File: config.mk
export PLATFORM = sky130hd
export DESIGN_NAME = signed_divide_sethi_shift_unit
export DESIGN_NICKNAME = d
export VERILOG_FILES = /design/src/hdl/divsh_pkg.sv /design/src/hdl/signed_divide_sethi_shift_unit.sv
export SDC_FILE = /design/constraint.sdc
export NUM_CORES = 1
export LEC_CHECK = 0
export BUFFER_PORTS_ARGS = -buffer_cell sky130_fd_sc_hd__buf_2
export CORE_MARGIN = 3
export CORE_UTILIZATION = 50
export CTS_CLUSTER_DIAMETER = 40
export DETAILED_ROUTE_END_ITERATION = 12
export PLACE_DENSITY_LB_ADDON = 0.12
export SYNTH_ARGS = -nofsm -noshare
export SYNTH_HDL_FRONTEND = slang
export SYNTH_SLANG_ARGS = --single-unit
export TNS_END_PERCENT = 1
File: constraint.sdc
create_clock -name ref_clk -period 3.55 [get_ports ref_clk]
set_input_delay 0.1775 -clock ref_clk [delete_from_list [all_inputs] [get_ports ref_clk]]
set_output_delay 0.1775 -clock ref_clk [all_outputs]
set_load 0.02 [all_outputs]
File: src/hdl/divsh_pkg.sv
package divsh_pkg;

    // ****************************************
    // Widths
    // ****************************************
    localparam int XLEN = 32;
    localparam int DLEN = 64;
    localparam int SIMM_W = 13;
    localparam int HIMM_W = 22;
    localparam int HIMM_LSB = 10;
    localparam int SHAMT_W = 5;
    localparam int IDX_W = 5;
    localparam int CNT_W = 7;
    localparam int DIV_STEPS = 64;

    // ****************************************
    // Operations
    // ****************************************
    typedef enum logic [1:0] {
        OP_SDIV = 2'b00,
        OP_SDIVCC = 2'b01,
        OP_SETHI = 2'b10,
        OP_SLL = 2'b11
    } op_t;

    // ****************************************
    // Condition code layout
    // ****************************************
    localparam int ICC_N = 3;
    localparam int ICC_Z = 2;
    localparam int ICC_V = 1;
    localparam int ICC_C = 0;
    localparam logic [3:0] ICC_RESET = 4'h0;

    // ****************************************
    // Saturation values and no-op index
    // ****************************************
    localparam logic [XLEN-1:0] POS_SAT = 32'hffffffff;
    localparam logic [XLEN-1:0] NEG_SAT = 32'h80000000;
    localparam logic [4:0] NOP_INDEX = 5'h00;

    // ****************************************
    // Register map
    // ****************************************
    localparam int ADDR_W = 4;
    localparam logic [ADDR_W-1:0] OFF_STATUS = 4'h0;
    localparam logic [ADDR_W-1:0] OFF_MASK = 4'h4;
    localparam logic [ADDR_W-1:0] OFF_ICC = 4'h8;
    localparam int EV_W = 3;
    localparam int EV_DIV_DONE = 0;
    localparam int EV_OVERFLOW = 1;
    localparam int EV_DIV_ZERO = 2;
    localparam logic [EV_W-1:0] EV_RESET = 3'h0;

endpackage

File: src/hdl/signed_divide_sethi_shift_unit.sv
module signed_divide_sethi_shift_unit #(
    parameter int STEPS = divsh_pkg::DIV_STEPS
) (
    input wire logic ref_clk,
    input wire logic rst,
    input wire logic start,
    input wire divsh_pkg::op_t op,
    input wire logic [divsh_pkg::XLEN-1:0] upper_word,
    input wire logic [divsh_pkg::XLEN-1:0] src1_value,
    input wire logic [divsh_pkg::XLEN-1:0] src2_value,
    input wire logic imm_select,
    input wire logic [divsh_pkg::SIMM_W-1:0] signed_imm_field,
    input wire logic [divsh_pkg::HIMM_W-1:0] high_imm_field,
    input wire logic [divsh_pkg::IDX_W-1:0] dest_index,
    input wire logic after_load,
    output logic busy,
    output logic done,
    output logic rd_we,
    output logic [divsh_pkg::IDX_W-1:0] rd_index,
    output logic [divsh_pkg::XLEN-1:0] rd_value,
    output logic div_zero_trap,
    output logic [3:0] icc,
    input wire logic [divsh_pkg::ADDR_W-1:0] reg_addr,
    input wire logic [divsh_pkg::XLEN-1:0] reg_wdata,
    input wire logic reg_wr,
    input wire logic reg_rd,
    output logic [divsh_pkg::XLEN-1:0] reg_rdata,
    output logic irq
);

    // ****************************************
    // Declarations
    // ****************************************
    typedef enum logic [1:0] {
        ST_IDLE = 2'b00,
        ST_DIV = 2'b01,
        ST_FIN = 2'b10
    } state_t;

    state_t state;
    divsh_pkg::op_t op_q;
    logic [divsh_pkg::IDX_W-1:0] idx_q;
    logic [divsh_pkg::XLEN-1:0] dvs;
    logic [divsh_pkg::XLEN-1:0] rem;
    logic [divsh_pkg::DLEN-1:0] quo;
    logic [divsh_pkg::DLEN-1:0] dmag;
    logic neg;
    logic [divsh_pkg::CNT_W-1:0] cnt;
    logic [divsh_pkg::EV_W-1:0] status;
    logic [divsh_pkg::EV_W-1:0] mask;

    logic accept;
    logic is_div;
    logic nop_case;
    logic [divsh_pkg::XLEN-1:0] operand2;
    logic [divsh_pkg::SHAMT_W-1:0] shamt;
    logic [divsh_pkg::DLEN-1:0] dividend;
    logic [divsh_pkg::XLEN:0] trial;
    logic fits;
    logic ovf;
    logic [divsh_pkg::XLEN-1:0] quot;
    logic [divsh_pkg::EV_W-1:0] events;
    logic [divsh_pkg::XLEN-1:0] next_rdata;

    localparam logic [divsh_pkg::CNT_W-1:0] LAST_STEP =
        divsh_pkg::CNT_W'(STEPS - 1);

    // ****************************************
    // Operand selection
    // ****************************************
    always_comb
    begin
        accept = start && (state == ST_IDLE);
        is_div = (op == divsh_pkg::OP_SDIV) || (op == divsh_pkg::OP_SDIVCC);
        nop_case = (op == divsh_pkg::OP_SETHI) && after_load
            && (high_imm_field == '0)
            && (dest_index == divsh_pkg::NOP_INDEX);
        operand2 = imm_select
            ? {{(divsh_pkg::XLEN - divsh_pkg::SIMM_W)
                {signed_imm_field[divsh_pkg::SIMM_W-1]}},
               signed_imm_field}
            : src2_value;
        shamt = operand2[divsh_pkg::SHAMT_W-1:0];
        dividend = {upper_word, src1_value};
    end

    // ****************************************
    // Divider step and result
    // ****************************************
    always_comb
    begin
        trial = {rem, quo[divsh_pkg::DLEN-1]} - {1'b0, dvs};
        fits = !trial[divsh_pkg::XLEN];
        // Magnitude truncates, so rounding is toward zero
        if (neg)
        begin
            ovf = (|quo[divsh_pkg::DLEN-1:divsh_pkg::XLEN])
                || (quo[divsh_pkg::XLEN-1] && (|quo[divsh_pkg::XLEN-2:0]));
            quot = ovf ? divsh_pkg::NEG_SAT
                : -quo[divsh_pkg::XLEN-1:0];
        end
        else
        begin
            ovf = |quo[divsh_pkg::DLEN-1:divsh_pkg::XLEN];
            quot = ovf ? divsh_pkg::POS_SAT
                : quo[divsh_pkg::XLEN-1:0];
        end
    end

    // ****************************************
    // Divider sequence
    // ****************************************
    always_ff @(posedge ref_clk)
    begin
        if (rst)
        begin
            state <= ST_IDLE;
            op_q <= divsh_pkg::OP_SDIV;
            idx_q <= '0;
            dvs <= '0;
            rem <= '0;
            quo <= '0;
            dmag <= '0;
            neg <= 1'b0;
            cnt <= '0;
        end
        else
        begin
            unique case (state)
                ST_IDLE:
                    if (accept && is_div && (operand2 != '0))
                    begin
                        // Signed dividend over unsigned divisor
                        state <= ST_DIV;
                        op_q <= op;
                        idx_q <= dest_index;
                        dvs <= operand2;
                        rem <= '0;
                        neg <= dividend[divsh_pkg::DLEN-1];
                        quo <= dividend[divsh_pkg::DLEN-1]
                            ? -dividend : dividend;
                        dmag <= dividend[divsh_pkg::DLEN-1]
                            ? -dividend : dividend;
                        cnt <= '0;
                    end
                ST_DIV:
                begin
                    rem <= fits ? trial[divsh_pkg::XLEN-1:0]
                        : {rem[divsh_pkg::XLEN-2:0],
                           quo[divsh_pkg::DLEN-1]};
                    quo <= {quo[divsh_pkg::DLEN-2:0], fits};
                    cnt <= cnt + 1'b1;
                    if (cnt == LAST_STEP)
                        state <= ST_FIN;
                end
                ST_FIN:
                    state <= ST_IDLE;
                default:
                    state <= ST_IDLE;
            endcase
        end
    end

    // ****************************************
    // Writeback
    // ****************************************
    always_ff @(posedge ref_clk)
    begin
        if (rst)
        begin
            busy <= 1'b0;
            done <= 1'b0;
            rd_we <= 1'b0;
            rd_index <= '0;
            rd_value <= '0;
            div_zero_trap <= 1'b0;
        end
        else
        begin
            busy <= (accept && is_div && (operand2 != '0))
                || (state == ST_DIV);
            done <= 1'b0;
            rd_we <= 1'b0;
            div_zero_trap <= 1'b0;
            if (state == ST_FIN)
            begin
                done <= 1'b1;
                rd_we <= 1'b1;
                rd_index <= idx_q;
                rd_value <= quot;
            end
            else if (accept)
            begin
                done <= !is_div || (operand2 == '0);
                rd_index <= dest_index;
                unique case (op)
                    divsh_pkg::OP_SDIV, divsh_pkg::OP_SDIVCC:
                        div_zero_trap <= (operand2 == '0);
                    divsh_pkg::OP_SETHI:
                    begin
                        rd_we <= !nop_case;
                        rd_value <= {high_imm_field,
                            {divsh_pkg::HIMM_LSB{1'b0}}};
                    end
                    divsh_pkg::OP_SLL:
                    begin
                        rd_we <= 1'b1;
                        rd_value <= src1_value << shamt;
                    end
                endcase
            end
        end
    end

    // ****************************************
    // Condition codes
    // ****************************************
    always_ff @(posedge ref_clk)
    begin
        if (rst)
            icc <= divsh_pkg::ICC_RESET;
        else if ((state == ST_FIN) && (op_q == divsh_pkg::OP_SDIVCC))
        begin
            // Plain divide, set-high and shift never land here
            icc[divsh_pkg::ICC_N] <= quot[divsh_pkg::XLEN-1];
            icc[divsh_pkg::ICC_Z] <= (quot == '0);
            icc[divsh_pkg::ICC_V] <= ovf;
            icc[divsh_pkg::ICC_C] <= 1'b0;
        end
    end

    // ****************************************
    // Event status, mask and interrupt
    // ****************************************
    always_comb
    begin
        events[divsh_pkg::EV_DIV_DONE] = (state == ST_FIN);
        events[divsh_pkg::EV_OVERFLOW] = (state == ST_FIN) && ovf;
        events[divsh_pkg::EV_DIV_ZERO] = accept && is_div
            && (operand2 == '0);
    end

    always_ff @(posedge ref_clk)
    begin
        if (rst)
        begin
            status <= divsh_pkg::EV_RESET;
            mask <= divsh_pkg::EV_RESET;
            irq <= 1'b0;
        end
        else
        begin
            // Set wins over a write-one clear in the same cycle
            if (reg_wr && (reg_addr == divsh_pkg::OFF_STATUS))
                status <= (status & ~reg_wdata[divsh_pkg::EV_W-1:0])
                    | events;
            else
                status <= status | events;
            if (reg_wr && (reg_addr == divsh_pkg::OFF_MASK))
                mask <= reg_wdata[divsh_pkg::EV_W-1:0];
            irq <= |(status & mask);
        end
    end

    // ****************************************
    // Register read
    // ****************************************
    always_comb
    begin
        next_rdata = '0;
        unique case (reg_addr)
            divsh_pkg::OFF_STATUS:
                next_rdata[divsh_pkg::EV_W-1:0] = status;
            divsh_pkg::OFF_MASK:
                next_rdata[divsh_pkg::EV_W-1:0] = mask;
            divsh_pkg::OFF_ICC:
                next_rdata[3:0] = icc;
            default:
                next_rdata = '0;
        endcase
    end

    always_ff @(posedge ref_clk)
    begin
        if (rst)
            reg_rdata <= '0;
        else
            reg_rdata <= reg_rd ? next_rdata : '0;
    end
endmodule

==> results.env <==
RUN_STATUS='finished clean'
WORST_IR_DROP_VDD_V=0.0003679
CRITICAL_PATH.STARTPOINT_TYPE='register'
CLK_PATH_BUF_DEPTH=2
P_PER_AREA_nW_PER_UM2=408.7
POSTSYNTH.ASYNCRESETSHARE_PCT=0
MAX_CLOCK_FREQ_MHz=288.6
WORST-SLEW-PIN-TRANSITION_NS=1.016
MIN_TCLK_POST_ROUTE_NS=3.465
TIMING.HOLD.WORST.CLASS='input port to register'
ROUTE.VIAS.TOTAL=15140
PATH_COMMON_CELL='buf_12'
SKEW_PAIR_LATE_INSERTION_DELAY_NS=0.46
SYN-CELL-AREA_UM2=14880
TIMING.SETUP.CRITICAL_PATH_CLASS='register to register'
END_KIND='register'
SYN2LAYOUT_AREA_GROWTH_PCT=15.14
CRITICAL_PATH.REG2REG.ENDPOINT='rem[1]'
CRITICAL_PATH_BUF_INV_COUNT=7
DETAILEDROUTE.FIRSTPASSITERATIONCOUNT=6
YS_TOP_CELLS_BY_COUNT='230 x nor2_1, 200 x dfxtp_1, 185 x nand2_1'
SLOWEST_STAGE='a2111o_1'
DIE_H_UM=178.5
WIRE_PER_INST_UM=20.05
DETAIL_ROUTE.DRC_VIOLATIONS=0
YS_SEQ_AREA_SHARE_PCT=26.92
FINALPOWER_mW=7.000
PIN_COUNT_OF_THE_BIGGEST_NET_ENTERING_GLOBAL_ROUTING=69
ANT_NETS=0
DIE_W_UM=178.5
RSZ_0062_RAISED_AFTER_GLOBAL_ROUTING='true'
MIN_DELAY_WORST_ENDPOINT='quo[60]'
TRITONCTS.NUM_BUFFERS=17
SYNTH_ENABLE_FLOP_CELLS=0
WORST-ENDPOINT-ARRIVAL_NS=3.80
FLOORPLAN.DIE_AREA_UM2=31860
TIMING.HOLD.WORST.START='upper_word[28]'
ANTENNA-DIODE-COUNT=0
GP_ROUTABILITY_CONGESTION=0.9992
COUNT_OF_BUFFERS_FROM_PORT_BUFFERING=200
GRTUSAGETOTAL_PCT=30.12
REPORT.FINAL.HOLD_VIOL_COUNT=0
MIN_PERIOD_OVER_PERIOD_PCT=97.61
CTS_TREE='yes'
CPLARGESTDELAYFAMILY='compound AO/OA/AOI/OAI gates'
FINISH.CELL_COUNT_WITHOUT_FILLERS=2481
WORST-ENDPOINT-REQUIRED_NS=3.88
FP-ROW-COUNT=62
YOSYS.CELL_TYPES.COUNT=99
SYNTHESIS.AREA_PER_INSTANCE_UM2=7.764
VIAS_PER_CELL=6.102
FINAL.FILL_COUNT=2739
DESIGN.FINAL.NETS=2301
PLACED_CELLS=2429
POSTLAYOUTCOREUTIL_PCT=59.03
ROUTED_WL_UM=49750
CLOCK-ROOT-BUFFER='clkbuf_16'
SYNTHTOPCELLSBYAREA='dfxtp_1 27%, mux2i_1 7.2%, nor2_1 5.8%, nand2_1 4.7%, a21oi_1 4.6%'
YOSYSTOPAREACELLSHARE_PCT=26.92
SETUP-VIOLATIONS-FINAL=0
CELL_ACCOUNTING_FOR_THE_MOST_SYNTHESIZED_AREA='dfxtp_1'
GRT_ANTENNA_BEFORE_REPAIR=0
GLOBALROUTEOVERFLOWTOTAL=0
MAX-CAP-VIOLATIONS=0
DETAILEDROUTE.FIRSTITERATIONVIOLATIONS=1201
H_TREE_LEVEL_COUNT=4
CELL_COUNT_AFTER_SYNTHESIS=1916
HPWL_REPORTED_AT_THE_END_OF_DETAILED_PLACEMENT_UM=37720
FINAL_MAX_SLEW_VIOLS=0
CRITICAL_PATH.CELL_CHAIN='inv_2 -> ha_4 -> inv_2 -> fa_2 -> a211oi_2 -> o21ai_1 -> o2111a_1 -> o21ai_1 -> buf_4 -> a2111o_1 -> buf_6 -> a21o_1 -> a311oi_4 -> buf_12 -> buf_12 -> buf_12 -> mux2i_1 -> o21ai_0'
GRT_PASS1_VIAS=13840
YS_FLOP_TYPE='dfxtp_1'
CLOCK-SKEW-FINAL_NS=0.01506
POST_ROUTE_CELLS_DRIVE_ABOVE_1_SHARE_PCT=18.55
SYNTH_MOST_COMMON_CELL='nor2_1'
WHS_PATH_DEPTH=4
WORSTREG2REGSTART='quo[63]'
YS.WARNINGS.COUNT=0
CRITICAL_PATH_PEAK_FANOUT=7
INITIAL_UTILIZATION_PCT=51.27
PLACEMENT.SETUP.WORST_SLACK_NS=0.1211
CORE_UM2=29010
MAX-SLEW-MARGIN-REL_PCT=32.05
CLKSINKCOUNT=200
IOS=259
GLOBAL_ROUTE_WIRE_LENGTH_BEFORE_REPAIR_UM=75730
FINAL_CRITICAL_PATH_SETUP_SLACK_NS=0.08469
WORST-R2R-SETUP-SLACK_NS=0.08
CP_SLOWEST_STAGE_DELAY_NS=0.39
POWER.LEAKAGE_nW=7.031
RR_WORST_DEPTH=18
SYNTH.FF_LATCH_COUNT=200
CLK_PIN_SLEW_WORST_PATHS_NS=0.08
==> worst reg2reg max path: stages (launching register included) <==
cell and delay [ns]:
dfxtp_2 0.34, inv_2 0.05, ha_4 0.15, inv_2 0.05, fa_2 0.23, a211oi_2 0.07
o21ai_1 0.16, o2111a_1 0.28, o21ai_1 0.08, buf_4 0.16, a2111o_1 0.39, buf_6 0.13
a21o_1 0.21, a311oi_4 0.36, buf_12 0.15, buf_12 0.13, buf_12 0.14, mux2i_1 0.18
o21ai_0 0.09
==> cell usage in the layout, fill, tap and decap left out, types with 41 or more instances in the layout <==
master	Yosys	layout
xnor2_1	54	54
mux2i_1	107	104
buf_2	17	199
dfxtp_1	200	199
o21ai_0	102	97
a221oi_1	43	43
buf_4	35	73
nand3_1	42	42
a21oi_1	137	137
nand2_1	185	185
inv_1	58	56
a211oi_1	59	58
a22oi_1	41	41
nor3_1	43	42
nor2_1	230	229
==> state kept, by name, summed over array words and instances, names as in the netlist <==
name           cells
busy               1
cnt                7
div_zero_trap      1
done               1
dvs               32
icc                3
idx_q              5
irq                1
mask               3
neg                1
op_q               2
quo               64
rd_index           5
rd_value          32
rd_we              1
reg_rdata          4
rem               32
state              2
status             3
==> power breakdown <==
| part | switching (mW) | total, mW | internal (mW) |
|---|---|---|---|
| combinational | 1.46 | 2.52 | 1.06 |
| clock | 1.05 | 2.01 | 0.957 |
| sequential | 0.115 | 2.47 | 2.36 |
| total | 2.62 | 7.00 | 4.38 |
==> what timing repair did <==
item / 4_1_cts / 5_1_grt
gates resized for setup: 0 / 23
endpoints found under the hold margin: 10 / 0
hold buffers: 8 / 0
setup buffers: 0 / 11
endpoints found under the setup margin: 0 / 23
==> layer usage <==
| layer | vias up | wire length, um | global-route usage, % |
|---|---|---|---|
| met5 | - | 0 | 0 |
| met4 | 0 | 1341 | 9.253 |
| met3 | 81 | 2875 | 5.002 |
| met2 | 520 | 23950 | 51.29 |
| met1 | 7194 | 21580 | 38.98 |
| li1 | 7343 | - | - |
==> how the worst max path moves through the flow <==
| stage | start | to | slack (ns) | cells past startpoint |
|---|---|---|---|---|
| 3_3_place_gp | quo[63] | rem[9] | 0.20 | 17 |
| 6_report | quo[63] | rem[1] | 0.08 | 18 |
| 3_5_place_dp | quo[63] | rem[1] | 0.12 | 17 |
| 2_1_floorplan | quo[63] | rem[16] | 0.39 | 15 |
| 5_1_grt | quo[63] | rem[3] | -0.03 | 18 |
| 4_1_cts | quo[63] | rem[23] | 0.11 | 17 |
==> cell type report <==
type | count | area, um2 | share of cell area, %
clock buffer | 17 | 425.4 | 2.484
clock inverter | 15 | 177.7 | 1.037
inverter | 58 | 217.7 | 1.271
multi-input combinational | 1514 | 9981 | 58.27
sequential | 200 | 4005 | 23.38
tap | 384 | 480.5 | 2.805
timing repair buffer | 293 | 1841 | 10.75
==> through the flow <==
step,hold slack (ns),instance area (um2),setup TNS [ns]
after floorplan,0.2568,14980,0
after global placement,0.4090,16270,0
after detailed placement,0.4116,16270,0
after CTS,0.01594,16950,0
after global routing,0.03752,17130,-0.1877
final,0.03134,17130,0
==> kinds of logic (layout without fill, tap and decap cells) <==
kind of cell,Yosys count,after routing,synth area share [%]
and+or+nand+nor,675,675,22.37
xor gates and xnor gates,91,91,5.358
DFF,200,200,26.92
adders and majority gates,36,36,3.078
other,1,29,0.02521
AOI/OAI and AO/OA,556,556,25.14
muxes,127,127,9.791
buffers and inverters,230,383,7.318
No activity file was read; power rests on OpenSTA's default activity.
